<file path="src/include/pwr_ctrl_pkg.sv">
// Package for the power unit control register bank: offsets, fields, resets.
// Assumes an 8-bit register port behind the host control serial port.
package pwr_ctrl_pkg;

    // Register request carried from the serial port decoder
    typedef struct packed {
        logic       wr;
        logic       rd;
        logic [7:0] addr;
        logic [7:0] wdata;
    } reg_req_s;

    // Register offsets
    localparam logic [7:0] THIRD_LINEAR_REGULATOR_REGULATOR_CONTROL_OFFSET      = 8'h37;
    localparam logic [7:0] THERMAL_CONTROL_OFFSET             = 8'h38;
    localparam logic [7:0] BACKUP_CHARGER_CONTROL_OFFSET      = 8'h39;
    localparam logic [7:0] STEP_DOWN_CONVERTER_CONTROL_OFFSET = 8'h3e;
    localparam logic [7:0] DEVICE_STATE_CONTROL_OFFSET        = 8'h3f;

    // Field positions
    localparam int VSEL_LSB          = 2;
    localparam int HOT_DIE_FLAG_BIT  = 5;
    localparam int SHUTDOWN_FLAG_BIT = 4;
    localparam int HD_SEL_LSB        = 2;
    localparam int TS_ENABLE_BIT     = 0;
    localparam int BB_VOLT_LSB       = 1;
    localparam int BB_EN_BIT         = 0;
    localparam int TRACK_BIT         = 6;
    localparam int PSKIP_LSB         = 3;
    localparam int EXT_CLK_BIT       = 2;
    localparam int SYNC_MODE_LSB     = 0;
    localparam int SEQ_OFF_BIT       = 7;
    localparam int CAL_PD_BIT        = 6;
    localparam int SLOW_CLK_BIT      = 5;
    localparam int SR_SEL_BIT        = 4;
    localparam int OFF_RST_BIT       = 3;
    localparam int KEEP_ON_BIT       = 2;
    localparam int SLEEP_BIT         = 1;
    localparam int OFF_BIT           = 0;

    // Values after reset
    localparam logic [4:0] VSEL_RESET      = 5'h00;
    localparam logic [1:0] STATE_RESET     = 2'h0;
    localparam logic [1:0] HD_SEL_RESET    = 2'h3;
    localparam logic       TS_ENABLE_RESET = 1'h1;
    localparam logic [1:0] BB_VOLT_RESET   = 2'h0;
    localparam logic       BB_EN_RESET     = 1'h0;
    localparam logic       TRACK_RESET     = 1'h0;
    localparam logic [2:0] PSKIP_RESET     = 3'h7;
    localparam logic       EXT_CLK_RESET   = 1'h0;
    localparam logic [1:0] SYNC_MODE_RESET = 2'h1;
    localparam logic [7:0] DEVCTRL_RESET   = 8'h10;

    // Supply state codes
    localparam logic [1:0] STATE_ACTIVE = 2'h1;
    localparam logic [1:0] STATE_SLEEP  = 2'h3;

    // Voltage map in millivolts
    localparam logic [4:0]  VSEL_FLOOR_CODE = 5'h02;
    localparam logic [4:0]  VSEL_TOP_CODE   = 5'h19;
    localparam logic [11:0] MV_FLOOR        = 12'h3e8;
    localparam logic [11:0] MV_STEP         = 12'h064;
    localparam logic [11:0] MV_TOP          = 12'hce4;

    // Synchroniser depth for pins from the analog side
    localparam int SYNC_STAGES = 2;

endpackage

</file>
<file path="src/hdl/pin_sync.sv">
// Two-flop synchroniser for one level from outside the clock domain.
// Assumes the level is slow compared with the clock.
`timescale 1ns/1ps
module pin_sync
    import pwr_ctrl_pkg::*;
(
    input  wire logic mclk_i,
    input  wire logic rstn_i,
    input  wire logic pin_i,
    output logic      level_o
);
    logic [SYNC_STAGES-1:0] stage;

    // First stage feeds only the second
    always_ff @(posedge mclk_i or negedge rstn_i) begin
        if (!rstn_i) begin
            stage <= '0;
        end else begin
            stage <= {stage[SYNC_STAGES-2:0], pin_i};
        end
    end

    assign level_o = stage[SYNC_STAGES-1];
endmodule

</file>
<file path="src/hdl/power_unit_control_registers.sv">
// Control and status register bank of the power unit.
// Assumes a decoded 8-bit register port and same-clock state machine inputs.
//
// Contract
// - Third regulator select codes 0-2 give 1 V, 3 gives 1.1 V, 25 gives 3.3 V
// - Supply state 00 and 10 off, 01 active, 11 low-power sleep
// - Thermal bit 5 reads 1 while hot-die threshold exceeded
// - Thermal bit 4 reads 1 while shutdown threshold exceeded
// - Hot-die selector bits 3:2, 00 low, 11 high, reset 3
// - Thermal bit 0 enables shutdown module, resets enabled
// - Thermal bits 3:2 general reset; bit 0 turn-off reset
// - Charger voltage bits 2:1 select 3.0, 2.52, 3.15 V or battery
// - Charger bit 0 enables backup charging, reset 0
// - Converter bit 6 makes fourth regulator follow first core converter when active
// - Converter bits 5,4,3 enable pulse skip, each reset 1
// - Converter bit 2 muxes second pad to external sync clock
// - Clock field 00/10 unsynced, 01 phase shifted, 11 synced, reset 1
// - Converter bits 7:3 turn-off reset, bits 2:0 general reset
// - Device bit 7 selects reverse-order sequential power-off
// - Device bit 6 gates and resets calendar domain, kept in backup
// - Device bit 5 picks RC oscillator, else crystal or external clock
// - Writing device bit 3 starts switch-off with core reset, cleared when off
// - Device bit 2 keeps device on unless a switch-off request is set
// - Device bit 1 allows sleep, writing 0 wakes unless bit 3 or 0 is written 1, cleared when off
// - Writing device bit 0 starts switch-off without reset, cleared when off
`timescale 1ns/1ps
module power_unit_control_registers
    import pwr_ctrl_pkg::*;
(
    input  wire logic       mclk_i,
    input  wire logic       rstn_i,
    input  wire logic       general_rst_i,
    input  wire logic       turnoff_rst_i,
    input  wire logic       in_backup_i,
    input  wire logic       device_off_i,
    input  wire logic       core1_active_i,
    input  wire logic       hot_die_pin_i,
    input  wire logic       shutdown_temp_pin_i,
    input  wire reg_req_s   reg_req_i,
    output logic [7:0]      reg_rdata_o,
    output logic [11:0]     third_ldo_millivolt_o,
    output logic            third_ldo_on_o,
    output logic            third_ldo_low_power_o,
    output logic [1:0]      hot_die_threshold_select_o,
    output logic            shutdown_enable_o,
    output logic [1:0]      backup_charge_voltage_o,
    output logic            backup_charge_enable_o,
    output logic            fourth_ldo_tracking_o,
    output logic [2:0]      pulse_skip_o,
    output logic            ext_sync_clock_pad_select_o,
    output logic            clock_sync_enable_o,
    output logic            clock_phase_shift_o,
    output logic            sequential_power_off_o,
    output logic            calendar_domain_power_down_o,
    output logic            slow_clock_rc_select_o,
    output logic            keep_on_o,
    output logic            sleep_allowed_o,
    output logic            switch_off_event_o,
    output logic            core_reset_event_o,
    output logic            wake_event_o
);
    logic [4:0] third_ldo_vsel;
    logic [1:0] supply_state;
    logic [1:0] hot_die_threshold_select;
    logic       shutdown_enable;
    logic [1:0] backup_charge_voltage;
    logic       backup_charge_enable;
    logic       track;
    logic [2:0] pulse_skip;
    logic       ext_sync_clock_pad_select;
    logic [1:0] converter_clock_sync_mode;
    logic [7:0] devctrl;
    logic       hot_die_flag;
    logic       shutdown_temp_flag;

    // Analog comparator outputs cross into the clock domain
    pin_sync u_hot_sync (
        .mclk_i  (mclk_i),
        .rstn_i  (rstn_i),
        .pin_i   (hot_die_pin_i),
        .level_o (hot_die_flag)
    );

    pin_sync u_ts_sync (
        .mclk_i  (mclk_i),
        .rstn_i  (rstn_i),
        .pin_i   (shutdown_temp_pin_i),
        .level_o (shutdown_temp_flag)
    );

    // Address decode
    wire [7:0] w       = reg_req_i.wdata;
    wire       wr_ldo  = reg_req_i.wr && (reg_req_i.addr == THIRD_LINEAR_REGULATOR_REGULATOR_CONTROL_OFFSET);
    wire       wr_th   = reg_req_i.wr && (reg_req_i.addr == THERMAL_CONTROL_OFFSET);
    wire       wr_bb   = reg_req_i.wr && (reg_req_i.addr == BACKUP_CHARGER_CONTROL_OFFSET);
    wire       wr_cv   = reg_req_i.wr
                         && (reg_req_i.addr == STEP_DOWN_CONVERTER_CONTROL_OFFSET);
    wire       wr_dev  = reg_req_i.wr && (reg_req_i.addr == DEVICE_STATE_CONTROL_OFFSET);

    // Read images; reserved positions are constant zero
    wire [7:0] img_ldo  = {1'h0, third_ldo_vsel, supply_state};
    wire [7:0] img_th   = {2'h0, hot_die_flag, shutdown_temp_flag,
                           hot_die_threshold_select, 1'h0, shutdown_enable};
    wire [7:0] img_bb   = {5'h00, backup_charge_voltage, backup_charge_enable};
    wire [7:0] img_cv   = {1'h0, track, pulse_skip, ext_sync_clock_pad_select,
                           converter_clock_sync_mode};
    wire [7:0] img_rd;
    assign img_rd = (reg_req_i.addr == THIRD_LINEAR_REGULATOR_REGULATOR_CONTROL_OFFSET)      ? img_ldo  :
                    (reg_req_i.addr == THERMAL_CONTROL_OFFSET)             ? img_th   :
                    (reg_req_i.addr == BACKUP_CHARGER_CONTROL_OFFSET)      ? img_bb   :
                    (reg_req_i.addr == STEP_DOWN_CONVERTER_CONTROL_OFFSET) ? img_cv   :
                    (reg_req_i.addr == DEVICE_STATE_CONTROL_OFFSET)        ? devctrl  :
                    8'h00;

    // Turn-off reset domain
    always_ff @(posedge mclk_i or negedge rstn_i) begin
        if (!rstn_i) begin
            third_ldo_vsel  <= VSEL_RESET;
            supply_state    <= STATE_RESET;
            shutdown_enable <= TS_ENABLE_RESET;
            track           <= TRACK_RESET;
            pulse_skip      <= PSKIP_RESET;
        end else if (turnoff_rst_i) begin
            third_ldo_vsel  <= VSEL_RESET;
            supply_state    <= STATE_RESET;
            shutdown_enable <= TS_ENABLE_RESET;
            track           <= TRACK_RESET;
            pulse_skip      <= PSKIP_RESET;
        end else begin
            if (wr_ldo) begin
                third_ldo_vsel <= w[VSEL_LSB +: 5];
                supply_state   <= w[1:0];
            end
            if (wr_th) begin
                shutdown_enable <= w[TS_ENABLE_BIT];
            end
            if (wr_cv) begin
                track      <= w[TRACK_BIT];
                pulse_skip <= w[PSKIP_LSB +: 3];
            end
        end
    end

    // General reset domain
    always_ff @(posedge mclk_i or negedge rstn_i) begin
        if (!rstn_i) begin
            hot_die_threshold_select  <= HD_SEL_RESET;
            backup_charge_voltage     <= BB_VOLT_RESET;
            backup_charge_enable      <= BB_EN_RESET;
            ext_sync_clock_pad_select <= EXT_CLK_RESET;
            converter_clock_sync_mode <= SYNC_MODE_RESET;
        end else if (general_rst_i) begin
            hot_die_threshold_select  <= HD_SEL_RESET;
            backup_charge_voltage     <= BB_VOLT_RESET;
            backup_charge_enable      <= BB_EN_RESET;
            ext_sync_clock_pad_select <= EXT_CLK_RESET;
            converter_clock_sync_mode <= SYNC_MODE_RESET;
        end else begin
            if (wr_th) begin
                hot_die_threshold_select <= w[HD_SEL_LSB +: 2];
            end
            if (wr_bb) begin
                backup_charge_voltage <= w[BB_VOLT_LSB +: 2];
                backup_charge_enable  <= w[BB_EN_BIT];
            end
            if (wr_cv) begin
                ext_sync_clock_pad_select <= w[EXT_CLK_BIT];
                converter_clock_sync_mode <= w[SYNC_MODE_LSB +: 2];
            end
        end
    end

    // Device control: a write of 1 wins over the off-state clear
    wire       off_clear = device_off_i || turnoff_rst_i;
    wire [7:0] dev_gen_mask = 8'hf4;
    logic [7:0] next_devctrl;
    always_comb begin
        next_devctrl = devctrl;
        if (general_rst_i) begin
            next_devctrl = (devctrl & ~dev_gen_mask) | (DEVCTRL_RESET & dev_gen_mask);
            // Calendar power-down survives the backup state
            if (in_backup_i) begin
                next_devctrl[CAL_PD_BIT] = devctrl[CAL_PD_BIT];
            end
        end else if (wr_dev) begin
            next_devctrl[7:4]         = w[7:4];
            next_devctrl[KEEP_ON_BIT] = w[KEEP_ON_BIT];
        end
        if (wr_dev) begin
            next_devctrl[OFF_RST_BIT] = w[OFF_RST_BIT];
            next_devctrl[SLEEP_BIT]   = w[SLEEP_BIT];
            next_devctrl[OFF_BIT]     = w[OFF_BIT];
        end else if (off_clear) begin
            next_devctrl[OFF_RST_BIT] = 1'h0;
            next_devctrl[SLEEP_BIT]   = 1'h0;
            next_devctrl[OFF_BIT]     = 1'h0;
        end
    end

    always_ff @(posedge mclk_i or negedge rstn_i) begin
        if (!rstn_i) begin
            devctrl <= DEVCTRL_RESET;
        end else begin
            devctrl <= next_devctrl;
        end
    end

    // Millivolt figure, saturating above the top code
    function automatic logic [11:0] vsel_to_mv(input logic [4:0] code);
        logic [11:0] steps;
        steps = {7'h00, code} - {7'h00, VSEL_FLOOR_CODE};
        if (code <= VSEL_FLOOR_CODE) begin
            vsel_to_mv = MV_FLOOR;
        end else if (code >= VSEL_TOP_CODE) begin
            vsel_to_mv = MV_TOP;
        end else begin
            vsel_to_mv = MV_FLOOR + 12'(steps * MV_STEP);
        end
    endfunction

    wire devoff_block = devctrl[OFF_BIT] || devctrl[OFF_RST_BIT];
    wire wake_write   = wr_dev && !w[SLEEP_BIT] && !w[OFF_BIT] && !w[OFF_RST_BIT];

    // Outputs from flops
    always_ff @(posedge mclk_i or negedge rstn_i) begin
        if (!rstn_i) begin
            reg_rdata_o                  <= 8'h00;
            third_ldo_millivolt_o        <= MV_FLOOR;
            third_ldo_on_o               <= 1'h0;
            third_ldo_low_power_o        <= 1'h0;
            hot_die_threshold_select_o   <= HD_SEL_RESET;
            shutdown_enable_o            <= TS_ENABLE_RESET;
            backup_charge_voltage_o      <= BB_VOLT_RESET;
            backup_charge_enable_o       <= BB_EN_RESET;
            fourth_ldo_tracking_o        <= 1'h0;
            pulse_skip_o                 <= PSKIP_RESET;
            ext_sync_clock_pad_select_o  <= EXT_CLK_RESET;
            clock_sync_enable_o          <= 1'h1;
            clock_phase_shift_o          <= 1'h1;
            sequential_power_off_o       <= 1'h0;
            calendar_domain_power_down_o <= 1'h0;
            slow_clock_rc_select_o       <= 1'h0;
            keep_on_o                    <= 1'h0;
            sleep_allowed_o              <= 1'h0;
            switch_off_event_o           <= 1'h0;
            core_reset_event_o           <= 1'h0;
            wake_event_o                 <= 1'h0;
        end else begin
            reg_rdata_o      <= reg_req_i.rd ? img_rd : 8'h00;
            third_ldo_millivolt_o <= vsel_to_mv(third_ldo_vsel);
            third_ldo_on_o        <= supply_state[0];
            third_ldo_low_power_o <= (supply_state == STATE_SLEEP);
            hot_die_threshold_select_o  <= hot_die_threshold_select;
            shutdown_enable_o           <= shutdown_enable;
            backup_charge_voltage_o     <= backup_charge_voltage;
            backup_charge_enable_o      <= backup_charge_enable;
            fourth_ldo_tracking_o       <= track && core1_active_i;
            pulse_skip_o                <= pulse_skip;
            ext_sync_clock_pad_select_o <= ext_sync_clock_pad_select;
            clock_sync_enable_o         <= converter_clock_sync_mode[0];
            clock_phase_shift_o         <= (converter_clock_sync_mode == 2'h1);
            sequential_power_off_o      <= devctrl[SEQ_OFF_BIT];
            calendar_domain_power_down_o <= devctrl[CAL_PD_BIT];
            slow_clock_rc_select_o      <= devctrl[SLOW_CLK_BIT];
            keep_on_o        <= devctrl[KEEP_ON_BIT] && !devoff_block;
            sleep_allowed_o  <= devctrl[SLEEP_BIT] && !devoff_block;
            switch_off_event_o <= wr_dev && (w[OFF_BIT] || w[OFF_RST_BIT]);
            core_reset_event_o <= wr_dev && w[OFF_RST_BIT];
            wake_event_o       <= wake_write;
        end
    end
endmodule

</file>
<file path="config.mk">
export PLATFORM = sky130hd
export DESIGN_NAME = power_unit_control_registers
export DESIGN_NICKNAME = d
export VERILOG_FILES = /design/src/include/pwr_ctrl_pkg.sv /design/src/hdl/pin_sync.sv /design/src/hdl/power_unit_control_registers.sv
export SDC_FILE = /design/constraint.sdc
export NUM_CORES = 1
export LEC_CHECK = 0
export ABC_CLOCK_PERIOD_IN_PS = 7100
export CAP_MARGIN = 10
export CELL_PAD_IN_SITES_DETAIL_PLACEMENT = 1
export CELL_PAD_IN_SITES_GLOBAL_PLACEMENT = 1
export CORE_MARGIN = 3
export CORE_UTILIZATION = 35
export CTS_CLUSTER_SIZE = 14
export DETAILED_ROUTE_END_ITERATION = 8
export DONT_BUFFER_PORTS = 1
export GPL_ROUTABILITY_DRIVEN = 0
export HOLD_SLACK_MARGIN = 0.02
export PLACE_DENSITY_LB_ADDON = 0.1
export SYNTH_ARGS = -nofsm -noshare
export SYNTH_HDL_FRONTEND = slang
export SYNTH_SLANG_ARGS = --single-unit
export TNS_END_PERCENT = 1
</file>
<file path="constraint.sdc">
create_clock -name mclk_i -period 7.1 [get_ports mclk_i]
set_clock_uncertainty 0.05 [all_clocks]
set_input_delay 1.42 -clock mclk_i [delete_from_list [all_inputs] [get_ports mclk_i]]
set_output_delay 1.42 -clock mclk_i [all_outputs]
set_load 0.005 [all_outputs]
</file>
* Word level (Yosys, flattened, before mapping)
Cells that the tools add are included.
** Storage, ports and cells
- Memory bits (read-only) :: 0
- Memories :: 0
- Latch bits :: 0
- Memory bits (writable) :: 0
- Logic and storage cells :: 115
- Register bits after elaboration :: 75
** Cells by class
- Div/mod/pow operators :: 0
- Bitwise gates (word level) :: 0
- Multiplexer cells :: 37
- Shifts and indexed selects :: 0
- Add/subtract/negate cells :: 2
- $lt $le $gt $ge :: 2
- Equality and inequality tests :: 8
- Multipliers :: 1
- Reduce and logical (&&, ||, !) cells :: 29
** Operators with widths (number)
- $mux W8 :: 6
- $eq A8 B6 Y1 const B :: 5
- $mux W12 :: 2
- $mux W2 :: 10
- $reduce_bool A2 Y1 :: 8
- $logic_and A1 B1 Y1 :: 13
- $mux W1 :: 13
- $add A10 B12 Y12 const A :: 1
- $mul A12 B5 Y10 const B :: 1
- $mux W5 :: 2
- $mux W4 :: 2
- $mux W3 :: 2
- $sub A5 B2 Y6 const B :: 1
- $ge A5 B5 Y1 const B :: 1
- $le A5 B2 Y1 const B :: 1
- $logic_not A1 Y1 :: 4
- $logic_or A1 B1 Y1 :: 3
- $eq A2 B1 Y1 const B :: 1
- $eq A2 B2 Y1 const B :: 1
- $ne A2 B2 Y1 const B :: 1
- $reduce_and A2 Y1 :: 1

* Logic depth before layout (Yosys ltp)
Gate-level depths: netlist (run 1).
- Depth after elaboration :: 7
- Mapped depth :: 14
- Gate-level depth less buffers :: 14

* By module
From an unflattened synthesis (run 1), not the netlist that was laid out.
** Unflattened totals
- Cell total of the unflattened synthesis :: 282
- Area, all modules :: 3495.9 um2
** Modules (own cells, without submodules)
- power_unit_control_registers :: cells an instance 278, area each 3395.8 um2, times used 1
- pin_sync :: cells an instance 2, area each 50.0 um2, times used 2

* Least setup slack after synthesis (run 1)
No wires, ideal clock.
- Kind :: register to register
- Start point :: register third_ldo_vsel[1]
- End point :: register third_ldo_millivolt_o[11]
- Arrival time :: 3488 ps
- Cell stages (with the launch flop) :: 14
- Path buffers :: 0
- Clock period less this slack :: 3616 ps
- Required time :: 6973 ps
- Setup slack :: 3484 ps
- Cells stage by stage :: dfrtp_1 -> inv_2 -> ha_1 -> xor2_1 -> ha_1 -> ha_1 -> fa_1 -> ha_1 -> a21o_1 -> a21oi_1 -> xnor2_2 -> a21boi_2 -> xnor3_1 -> a21oi_1
** On the way
- Word-level cells in the longest chain between the ends :: 5
** RTL lines
- from (decl) :: line power_unit_control_registers.sv:62 : logic [4:0] third_ldo_vsel;
- from (signal assigned) :: line power_unit_control_registers.sv:131 : third_ldo_vsel <= w[VSEL_LSB +: 5];
- $sub A5 B2 Y6 :: line power_unit_control_registers.sv:211 : steps = {7'h00, code} - {7'h00, VSEL_FLOOR_CODE};
- $mul A12 B5 Y10 :: line power_unit_control_registers.sv:217 : vsel_to_mv = MV_FLOOR + 12'(steps * MV_STEP);
- $add A10 B12 Y12 :: line power_unit_control_registers.sv:217
- $mux W12 :: line power_unit_control_registers.sv:214 : end else if (code >= VSEL_TOP_CODE) begin
- $mux W12 (*) :: line power_unit_control_registers.sv:212 : if (code <= VSEL_FLOOR_CODE) begin
- to (signal assigned) :: line power_unit_control_registers.sv:250 : third_ldo_millivolt_o <= vsel_to_mv(third_ldo_vsel);
- to (decl) :: line power_unit_control_registers.sv:41 : output logic [11:0] third_ldo_millivolt_o,
Every way passes the cells marked *; elsewhere a longest branch is shown, timed or not.
A chain may end at the register's enable or synchronous reset.

* Final worst setup path (run 1)
Ends and elaborated chain as after synthesis.

==> impl_metrics.env, run 1 <==
export IMPL_io_buffers=0
export IMPL_final_nets=336
export IMPL_ff2ff_path_depth=13
export IMPL_ant_nets=0
export IMPL_synth_main_ff_cell="dfrtp_1"
export IMPL_utilization=0.400
export IMPL_grt_pass1_wl_um=13400
export IMPL_hold_end="u_ts_sync.stage[1]"
export IMPL_gr_usage_all_layers=0.158
export IMPL_r2r_start="third_ldo_vsel[1]"
export IMPL_hold_slack_ps=309
export IMPL_crit_type="register to register"
export IMPL_hpwl_um=5910
export IMPL_pwr_share_clk=0.434
export IMPL_rsz0062_at_grt="no"
export IMPL_hp_start="u_ts_sync.stage[0]"
export IMPL_placementRows=35
export IMPL_setup_violations_final=0
export IMPL_power_switching_mw=0.155
export IMPL_hold_viol=0
export IMPL_p_sw_frac=0.201
export IMPL_ir_drop_mv=0.135
export IMPL_critPathMaxFanout=7
export IMPL_avgRoutedWirePerCell_um=19.6
export IMPL_diodes=0
export IMPL_initial_core_util=0.366
export IMPL_hold_buffers=0
export IMPL_maxCapViolCount=0
export IMPL_die_y_um=105
export IMPL_htree_levels=3
export IMPL_synth_seq_cells=73
export IMPL_startpoint_type="register"
export IMPL_comb_power_share=0.025
export IMPL_seq_power_share=0.541
export IMPL_final_common_cell="dfrtp_1"
export IMPL_required_ps=7330
export IMPL_via_count=2130
export IMPL_finalSetupTns_ps=0
export IMPL_max_freq_ghz=0.257
export IMPL_netlist_instances=284
export IMPL_slew_headroom=0.326
export IMPL_dr_pass1_iters=5
export IMPL_post_route_min_period_ps=3900
export IMPL_synth_area_mm2=0.00343
export IMPL_slowest_stage="fa_1"
export IMPL_core_mm2=0.00937
export IMPL_grt_pass1_vias=2354
export IMPL_ys_warn_count=0
export IMPL_pin_count=70
export IMPL_dieArea_mm2=0.0110
export IMPL_async_flop_share=1.00
export IMPL_seq_area_frac_synth=0.540
export IMPL_overflow=0
export IMPL_hp_class="register to register"
export IMPL_crit_path_end_kind="register"
export IMPL_arrival_ps=4120
export IMPL_syn_to_final_growth_pct=9.26
export IMPL_vias_per_cell=5.06
export IMPL_crit_path_frequent_cell="ha_1"
export IMPL_p_int_mw=0.619
export IMPL_cts_root_buf="clkbuf_8"
export IMPL_die_w_um=105
export IMPL_clock_sinks=73
export IMPL_power_density_mw_per_mm2=207
export IMPL_avgSynthCellArea_um2=12.1
export IMPL_cts_reportedPaths_clkPinSlew_ps=70
export IMPL_drc=0
export IMPL_cts_setup_buffers=0
export IMPL_cts_buffer_depth=2
export IMPL_wirelength_um=8240
export IMPL_status="completed"
export IMPL_worst_slew_pin_slew_ps=1000
export IMPL_final_cell_mix="51 x dfrtp_1, 23 x nand2_1, 22 x dfstp_2"
export IMPL_drive_above_1_share=0.175
export IMPL_netlist_area_leader_share=0.372
export IMPL_whs_path_depth=0
export IMPL_ys_top_cells_by_area="dfrtp_1 37%, dfstp_2 17%, ha_1 6.2%, mux2i_1 5.5%, fa_1 2.9%"
export IMPL_rrSetupSlack_ps=3200
export IMPL_cts_buffers=9
export IMPL_cts_tree="done"
export IMPL_slew_violations=0
export IMPL_drt_iter0_drc=74
export IMPL_insertion_delay_ps=340
export IMPL_grt_max_degree=74
export IMPL_antenna_found_initial=0
export IMPL_finalCritPeriodShare=0.549
export IMPL_path_cells="inv_2, ha_1, xor2_1, ha_1, ha_1, fa_1, ha_1, a21o_1, a21oi_1, xnor2_2, a21boi_2, xnor3_1, a21oi_1"
export IMPL_cp_slowest_stage_delay_ps=470
export IMPL_p_leak_nw=1.73
export IMPL_cts_resized=0
export IMPL_reg2reg_to="third_ldo_millivolt_o[11]"
export IMPL_yosysTopAreaCell="dfrtp_1"
export IMPL_ys_types=46
export IMPL_synth_edf_count=0
registers in the layout, summed over array words and instances, names as in the netlist, 2 cells and up:
signal and flops:
third_ldo_millivolt_o 10, devctrl 8, reg_rdata_o 8, third_ldo_vsel 5
pulse_skip 3, pulse_skip_o 3, backup_charge_voltage 2, backup_charge_voltage_o 2
converter_clock_sync_mode 2, hot_die_threshold_select 2, hot_die_threshold_select_o 2, supply_state 2
u_hot_sync.stage 2, u_ts_sync.stage 2
per-stage QoR:
step | power (mW) | setup WS (ps) | area, um2 | cells
finish | 0.775 | 3200 | 3750 | 421
global route | 0.812 | 2940 | 3750 | 421
CTS | 0.791 | 3170 | 3750 | 421
detailed placement | 0.446 | 3200 | 3540 | 405
global placement | 0.446 | 3300 | 3540 | 405
floorplan | 0.446 | 3480 | 3430 | 285
cell families (layout without fill, tap and decap cells):
group,after synthesis,count (layout),synth area share
AOI/OAI and AO/OA,37,37,0.0784
xor gates and xnor gates,15,15,0.0467
adders and majority gates,22,22,0.0912
buffers and inverters,24,31,0.0336
DFF,73,73,0.540
muxes,23,23,0.0686
other,1,2,0.00109
and+or+nand+nor,89,89,0.140
area by class of cell:
type | instances | area [um2]
multi-input cells | 188 | 1470
fillers | 1031 | 5620
repair buffers | 1 | 7.51
flip-flops and latches | 73 | 1850
clock buffers | 14 | 173
clock inverters | 2 | 35.0
inverters | 14 | 52.6
well taps | 129 | 161
critical path: cells and delay by family, from the launching register on:
kind            cells  cell delay [ps]
flops               1              460
buf+inv             1              130
compound gates      4              750
fa+ha+maj           5             1690
xor+xnor            3              760
how the worst max path moves through the flow:
stage,start,to,slack (ps),cells past startpoint
4_1_cts,third_ldo_vsel[1],third_ldo_millivolt_o[11],3170,13
2_1_floorplan,third_ldo_vsel[1],third_ldo_millivolt_o[11],3480,13
3_3_place_gp,third_ldo_vsel[1],third_ldo_millivolt_o[11],3300,13
3_5_place_dp,third_ldo_vsel[1],third_ldo_millivolt_o[11],3200,13
5_1_grt,third_ldo_vsel[1],third_ldo_millivolt_o[11],2940,13
6_report,third_ldo_vsel[1],third_ldo_millivolt_o[11],3200,13
power by group through the flow:
stage          Combinational [mW]  Sequential [mW]  Clock, mW
6_report                   0.0191            0.419      0.336
5_1_grt                    0.0212            0.419      0.372
4_1_cts                    0.0192            0.419      0.352
3_5_place_dp               0.0191            0.427          0
3_3_place_gp               0.0191            0.427          0
2_1_floorplan              0.0201            0.426          0
layer usage:
layer | track usage | share of wire | up-vias
met2 | 0.234 | 0.45 | 56
li1 | - | - | 978
met4 | 0.0440 | 0.010 | 0
met1 | 0.217 | 0.47 | 1086
met5 | 0 | 0 | -
met3 | 0.0605 | 0.064 | 10
synthesized netlist by cell type, drive strengths merged, types with 3 or more instances:
cell    count
a22oi       4
buf         7
nand2      23
mux2        4
and2        3
xor2        8
and3        6
mux2i      19
inv        14
nor2b      13
a21oi       9
xnor2       6
nor3        7
a222oi      3
o22ai       3
dfstp      22
nand3       4
a211o       7
ha         17
nor2       20
dfrtp      51
o21ai       4
fa          5
clkbuf      3
Power figures use the tool's default switching activity.
==> run 2: changes to the inputs <==
--- a/config.mk
+++ b/config.mk
@@ -5,7 +5,8 @@
 export SDC_FILE = /design/constraint.sdc
 export NUM_CORES = 1
 export LEC_CHECK = 0
-export ABC_CLOCK_PERIOD_IN_PS = 7100
+export ABC_AREA = 1
+export ABC_CLOCK_PERIOD_IN_PS = 3890
 export CAP_MARGIN = 10
 export CELL_PAD_IN_SITES_DETAIL_PLACEMENT = 1
 export CELL_PAD_IN_SITES_GLOBAL_PLACEMENT = 1
==> constraint.sdc (replaced) <==
create_clock -name mclk_i -period 3.89 [get_ports mclk_i]
set_clock_uncertainty 0.05 [all_clocks]
set_input_delay 0.778 -clock mclk_i [delete_from_list [all_inputs] [get_ports mclk_i]]
set_output_delay 0.778 -clock mclk_i [all_outputs]
set_load 0.005 [all_outputs]
==> run 2 against run 1 <==
Fmax up 12%; cell count up 29%; setup slack worse by 2800 ps; clock-buffer cell count down 3; global-route usage up 1.1 points; power up 89%; synthesized cell count up 40%; routed wire length up 9.4%; largest power group unchanged; non-clock buffer count up 1.
==> impl_metrics.env, run 2 <==
export IMPL_die_w_um=107
export IMPL_grt_max_degree=74
export IMPL_status="completed"
export IMPL_post_route_min_period_ps=3490
export IMPL_multiInputGateArea_mm2=0.00145
export IMPL_rsz0062_at_grt="no"
export IMPL_ys_warn_count=0
export IMPL_via_count=2613
export IMPL_drc=0
export IMPL_cts_setup_buffers=0
export IMPL_hold_slack_ps=56.4
export IMPL_finalPower_mw=1.46
export IMPL_cts_root_buf="clkbuf_8"
export IMPL_yosysTopAreaCell="dfrtp_1"
export IMPL_final_nets=457
export IMPL_overflow=0
export IMPL_regArea_mm2=0.00185
export IMPL_vias_per_cell=4.79
export IMPL_final_cell_mix="86 x nand2_1, 68 x inv_1, 51 x dfrtp_1"
export IMPL_reg_top3="third_ldo_millivolt_o x10, devctrl x8, reg_rdata_o x8"
export IMPL_ys_types=35
export IMPL_async_flop_share=1.00
export IMPL_final_common_cell="nand2_1"
export IMPL_finalCritPeriodShare=0.897
export IMPL_setup_violations_final=0
export IMPL_synth_area_mm2=0.00360
export IMPL_synth_seq_cells=73
export IMPL_startpoint_type="register"
export IMPL_hp_class="input pin to asynchronous set/reset pin"
export IMPL_drt_iter0_drc=83
export IMPL_path_cells="inv_2, ha_4, inv_1, nand2_1, nand2_1, ha_1, fa_1, inv_1, fa_1, inv_1, ha_1, nand2_1, inv_1, nand2_1, nand3_1, nand2_1, nand2_1, nand2_1, nand2_1, nor2_1, nor2_1"
export IMPL_cts_buffer_depth=2
export IMPL_diodes=0
export IMPL_drive_above_1_share=0.148
export IMPL_critPathMaxFanout=7
export IMPL_worst_slew_pin_slew_ps=829
export IMPL_gr_usage_all_layers=0.169
export IMPL_cts_reportedPaths_clkPinSlew_ps=80
export IMPL_slew_violations=0
export IMPL_yosysMostFrequentCell="nand2_1"
export IMPL_avgSynthCellArea_um2=9.02
export IMPL_reg2reg_to="third_ldo_millivolt_o[11]"
export IMPL_pin_count=70
export IMPL_io_buffers=0
export IMPL_slew_headroom=0.445
export IMPL_r2r_start="third_ldo_vsel[1]"
export IMPL_hold_viol=0
export IMPL_pwr_share_clk=0.423
export IMPL_clock_sinks=73
export IMPL_ir_drop_mv=0.192
export IMPL_p_leak_nw=2.06
export IMPL_netlist_area_leader_share=0.355
export IMPL_ff2ff_path_depth=21
export IMPL_largest_register_ffs=10
export IMPL_power_switching_mw=0.337
export IMPL_crit_path_end_kind="register"
export IMPL_seq_power_share=0.537
export IMPL_p_sw_frac=0.230
export IMPL_wirelength_um=9020
export IMPL_ys_top_cells_by_area="dfrtp_1 35%, dfstp_2 16%, nand2_1 9.0%, inv_1 7.2%, ha_1 5.9%"
export IMPL_arrival_ps=3680
export IMPL_comb_power_share=0.039
export IMPL_grt_pass1_wl_um=14800
export IMPL_antenna_found_initial=0
export IMPL_p_int_mw=1.13
export IMPL_power_density_mw_per_mm2=370
export IMPL_grt_pass1_vias=2885
export IMPL_core_mm2=0.00986
export IMPL_syn_to_final_growth_pct=9.94
export IMPL_cts_tree="done"
export IMPL_cts_buffers=9
export IMPL_dpl_cell_area_mm2=0.00374
export IMPL_cp_slowest_stage_delay_ps=500
export IMPL_regMostFlops="third_ldo_millivolt_o"
export IMPL_maxCapViolCount=0
export IMPL_synth_main_ff_cell="dfrtp_1"
export IMPL_max_freq_ghz=0.287
export IMPL_die_y_um=107
export IMPL_rrSetupSlack_ps=400
export IMPL_required_ps=4080
export IMPL_insertion_delay_ps=350
export IMPL_ant_nets=0
export IMPL_dieArea_mm2=0.0115
export IMPL_nFillCells=1151
export IMPL_worst_slack_ps=401
export IMPL_htree_levels=3
export IMPL_avgRoutedWirePerCell_um=16.6
export IMPL_final_area_mm2=0.00396
export IMPL_placementRows=36
export IMPL_hpwl_um=7100
export IMPL_finalSetupTns_ps=0
export IMPL_dr_pass1_iters=4
export IMPL_seq_area_frac_synth=0.515
export IMPL_initial_core_util=0.365
export IMPL_crit_path_frequent_cell="nand2_1"
export IMPL_synth_edf_count=0
export IMPL_crit_type="register to register"
export IMPL_slowest_stage="fa_1"
export IMPL_yosys_top_cells_count="86 x nand2_1, 69 x inv_1, 51 x dfrtp_1"
export IMPL_netlist_instances=399
export IMPL_dpl_worst_slack_ps=153
[run 2: cell types whose count changed in the layout (fill, tap and decap cells not counted), moves of 6 or more]
cell     previous run  this run
nor2b_1            13         0
inv_1              11        68
o21ai_0             0        33
a21oi_1             8        15
o22ai_1             3         9
nand3_1             4        19
mux2i_1            19         0
nand2_1            23        86
a211o_1             7         0
nor2_1             20        27
and3_1              6         0
[run 2: worst max-delay path by stage]
stage / startpoint / end / slack (ps) / cells past startpoint
6_report: third_ldo_vsel[1] / third_ldo_millivolt_o[11] / 400 / 21
5_1_grt: third_ldo_vsel[3] / third_ldo_millivolt_o[11] / 60 / 17
4_1_cts: third_ldo_vsel[1] / third_ldo_millivolt_o[11] / 120 / 21
3_5_place_dp: third_ldo_vsel[1] / third_ldo_millivolt_o[11] / 150 / 21
3_3_place_gp: third_ldo_vsel[1] / third_ldo_millivolt_o[11] / 340 / 17
2_1_floorplan: third_ldo_vsel[1] / third_ldo_millivolt_o[11] / 560 / 19
[run 2: cell type report]
type                    count  area share
multi-input cells         250       0.365
flip-flops and latches     73       0.469
inverters                  72      0.0689
repair buffers              2     0.00379
clock buffers              11      0.0383
clock inverters             4      0.0130
well taps                 133      0.0420
[run 2: metrics by stage]
step	cells	utilization
after floorplan	400	-
after global placement	530	0.379
after detailed placement	530	0.379
after CTS	545	0.400
after global routing	545	0.401
final	545	0.401
[run 2: per-layer routing]
metal | track usage | vias up | routed length [um]
met3 | 0.0378 | 11 | 313
li1 | - | 1280 | -
met4 | 0.0694 | 0 | 162
met1 | 0.194 | 1278 | 3750
met2 | 0.303 | 44 | 4790
met5 | 0 | - | 0
[run 2: critical path, delay by kind of cell (launching register included)]
family | cells | cell delay, ps
flops | 1 | 450
buf+inv | 5 | 370
simple gates | 11 | 760
fa+ha+maj | 5 | 1710
[run 2: kinds of logic (layout without fill, tap and decap cells)]
| group | count (synthesis) | after routing | share of synthesized area |
|---|---|---|---|
| and+or+nand+nor | 157 | 157 | 0.201 |
| other | 1 | 2 | 0.00104 |
| adders and majority gates | 22 | 22 | 0.0869 |
| AOI/OAI and AO/OA | 65 | 65 | 0.0984 |
| buffers and inverters | 77 | 89 | 0.0876 |
| xor gates and xnor gates | 4 | 4 | 0.00973 |
| DFF | 73 | 73 | 0.515 |
[run 2: power groups by stage]
| stage | registers (mW) | clock network (mW) | logic (mW) |
|---|---|---|---|
| CTS | 0.787 | 0.641 | 0.0588 |
| floorplan | 0.798 | 0 | 0.0472 |
| finish | 0.786 | 0.619 | 0.0576 |
| detailed placement | 0.801 | 0 | 0.0583 |
| global placement | 0.800 | 0 | 0.0569 |
| global route | 0.788 | 0.678 | 0.0671 |
[run 2: repair_timing]
action                     4_1_cts  5_1_grt
setup endpoints to repair        0        3
hold endpoints to repair         0        0
gates resized for setup          0        3
hold buffers                     0        0
==> run 3: changes to the inputs <==
--- a/config.mk
+++ b/config.mk
@@ -7,6 +7,7 @@
 export LEC_CHECK = 0
 export ABC_AREA = 1
 export ABC_CLOCK_PERIOD_IN_PS = 3890
+export BUFFER_PORTS_ARGS = -buffer_cell sky130_fd_sc_hd__buf_2
 export CAP_MARGIN = 10
 export CELL_PAD_IN_SITES_DETAIL_PLACEMENT = 1
 export CELL_PAD_IN_SITES_GLOBAL_PLACEMENT = 1
@@ -14,7 +15,6 @@
 export CORE_UTILIZATION = 35
 export CTS_CLUSTER_SIZE = 14
 export DETAILED_ROUTE_END_ITERATION = 8
-export DONT_BUFFER_PORTS = 1
 export GPL_ROUTABILITY_DRIVEN = 0
 export HOLD_SLACK_MARGIN = 0.02
 export PLACE_DENSITY_LB_ADDON = 0.1
==> constraint.sdc (replaced) <==
create_clock -name mclk_i -period 3.89 [get_ports mclk_i]
set_clock_uncertainty 0.05 [all_clocks]
set_input_delay 0.5835 -clock mclk_i [delete_from_list [all_inputs] [get_ports mclk_i]]
set_output_delay 0.5835 -clock mclk_i [all_outputs]
set_load 0.005 [all_outputs]
==> run 3 against run 2 <==
Register-to-register slack worse by 90 ps; setup slack got worse by 90 ps; final area rose by 8.9%; routed wire length grew 1.3%; first-iteration DRC count grew 29%; critical path depth unchanged; critical endpoint unchanged; highest routed layer unchanged.
==> impl_metrics.env, run 3 (synthesis results as in run 2) <==
export IMPL_slew_violations=0
export IMPL_clock_sinks=73
export IMPL_crit_path_end_kind="register"
export IMPL_hpwl_um=7400
export IMPL_avgRoutedWirePerCell_um=14.9
export IMPL_overflow=0
export IMPL_cp_top_family="adder cells"
export IMPL_wl_met2_um=4830
export IMPL_vias_per_cell=4.67
export IMPL_path_cells="inv_2, ha_2, inv_1, nand2_1, nand2_1, ha_1, fa_1, inv_1, fa_1, inv_1, ha_1, nand2_1, inv_1, nand2_1, nand3_1, nand2_1, nand2_1, nand2_1, nand2_1, nor2_1, nor2_1"
export IMPL_pin_count=70
export IMPL_cts_buffers=9
export IMPL_gr_usage_all_layers=0.169
export IMPL_die_y_um=107
export IMPL_cp_slowest_stage_delay_ps=500
export IMPL_setup_violations_final=0
export IMPL_nFillCells=1186
export IMPL_grt_pass1_wl_um=15000
export IMPL_required_ps=4070
export IMPL_worst_slew_pin_slew_ps=799
export IMPL_p_leak_nw=2.36
export IMPL_io_buffers=67
export IMPL_drc=0
export IMPL_cts_buffer_depth=2
export IMPL_grt_max_degree=42
export IMPL_drt_iter0_drc=107
export IMPL_placementRows=36
export IMPL_die_w_um=107
export IMPL_top_layer="met4"
export IMPL_largest_register_ffs=10
export IMPL_finalSetupTns_ps=0
export IMPL_final_area_mm2=0.00431
export IMPL_cts_reportedPaths_clkPinSlew_ps=80
export IMPL_path_buf_inv=5
export IMPL_status="completed"
export IMPL_final_cell_mix="86 x nand2_1, 68 x inv_1, 67 x buf_2"
export IMPL_maxCapViolCount=0
export IMPL_antenna_found_initial=0
export IMPL_wirelength_um=9130
export IMPL_ant_nets=0
export IMPL_hold_viol=0
export IMPL_crit_type="register to register"
export IMPL_grt_pass1_vias=2997
export IMPL_dpl_cell_area_mm2=0.00409
export IMPL_slew_headroom=0.464
export IMPL_power_density_mw_per_mm2=359
export IMPL_dr_pass1_iters=4
export IMPL_post_route_min_period_ps=3580
export IMPL_diodes=0
export IMPL_multiInputGateArea_mm2=0.00144
export IMPL_ir_drop_mv=0.128
export IMPL_reg_top3="third_ldo_millivolt_o x10, devctrl x8, reg_rdata_o x8"
export IMPL_core_mm2=0.00986
export IMPL_syn_to_final_growth_pct=19.7
export IMPL_hold_buffers=0
export IMPL_critPathMaxFanout=7
export IMPL_slowest_stage="fa_1"
export IMPL_final_nets=525
export IMPL_insertion_delay_ps=350
export IMPL_cts_tree="done"
export IMPL_m1WireLength_um=3930
export IMPL_dieArea_mm2=0.0115
export IMPL_initial_core_util=0.365
export IMPL_regArea_mm2=0.00185
export IMPL_crit_path_frequent_cell="nand2_1"
export IMPL_wl_met3_um=280
export IMPL_cts_root_buf="clkbuf_8"
export IMPL_final_common_cell="nand2_1"
export IMPL_max_freq_ghz=0.279
export IMPL_finalPower_mw=1.55
export IMPL_via_count=2866
export IMPL_drive_above_1_share=0.268
export IMPL_hold_slack_ps=222
export IMPL_regMostFlops="third_ldo_millivolt_o"
export IMPL_finalCritPeriodShare=0.920
export IMPL_arrival_ps=3760
export IMPL_htree_levels=3
export IMPL_startpoint_type="register"
export IMPL_hp_class="input pin to asynchronous set/reset pin"
==> run 3: layout make-up <==
cell class	instances	area share
inverter	72	0.0633
clock buffer	11	0.0328
sequential	73	0.430
multi-input combinational	250	0.333
clock inverter	5	0.0186
tap	133	0.0386
timing repair buffer	70	0.0830
==> run 3: report_power, final <==
group / switching (mW) / internal [mW]
Clock: 0.285 / 0.378
Combinational: 0.0692 / 0.0303
Sequential: 0.00467 / 0.779
Total: 0.359 / 1.19
==> run 3: metrics by stage <==
step	util	std cells	setup slack (ps)
after CTS	0.437	614	117
after floorplan	-	400	558
final	0.437	614	311
after detailed placement	0.414	598	142
after global routing	0.437	614	-0.577
after global placement	0.414	598	335
==> run 3: metal layers <==
metal,track usage,up-vias
li1,-,1417
met5,0,-
met1,0.206,1394
met2,0.302,43
met4,0.0586,0
met3,0.0288,12
==> run 3: worst paths after layout <==
path / from / endpoint / slack (ps) / cells after the start
max reg2reg: third_ldo_vsel[1] / third_ldo_millivolt_o[11] / 310 / 21
min in group mclk_i: shutdown_temp_pin_i / u_ts_sync.stage[0] / 290 / 1
max: third_ldo_vsel[1] / third_ldo_millivolt_o[11] / 310 / 21
min reg2reg: u_ts_sync.stage[0] / u_ts_sync.stage[1] / 310 / 0
max in group asynchronous: rstn_i / third_ldo_millivolt_o[9] / 2550 / 2
min: rstn_i / sleep_allowed_o / 220 / 1
==> run 3: worst register-to-register path, stage by stage (launching register included) <==
cell and delay, ps:
dfrtp_1 450, inv_2 150, ha_2 270, inv_1 70, nand2_1 60, nand2_1 100
ha_1 220, fa_1 490, inv_1 50, fa_1 500, inv_1 50, ha_1 330
nand2_1 110, inv_1 60, nand2_1 60, nand3_1 70, nand2_1 60, nand2_1 70
nand2_1 70, nand2_1 40, nor2_1 90, nor2_1 40
==> run 3: repair_timing <==
item	CTS	global route
gates resized for setup	0	2
endpoints found under the setup margin	0	2
buffers inserted	0	0
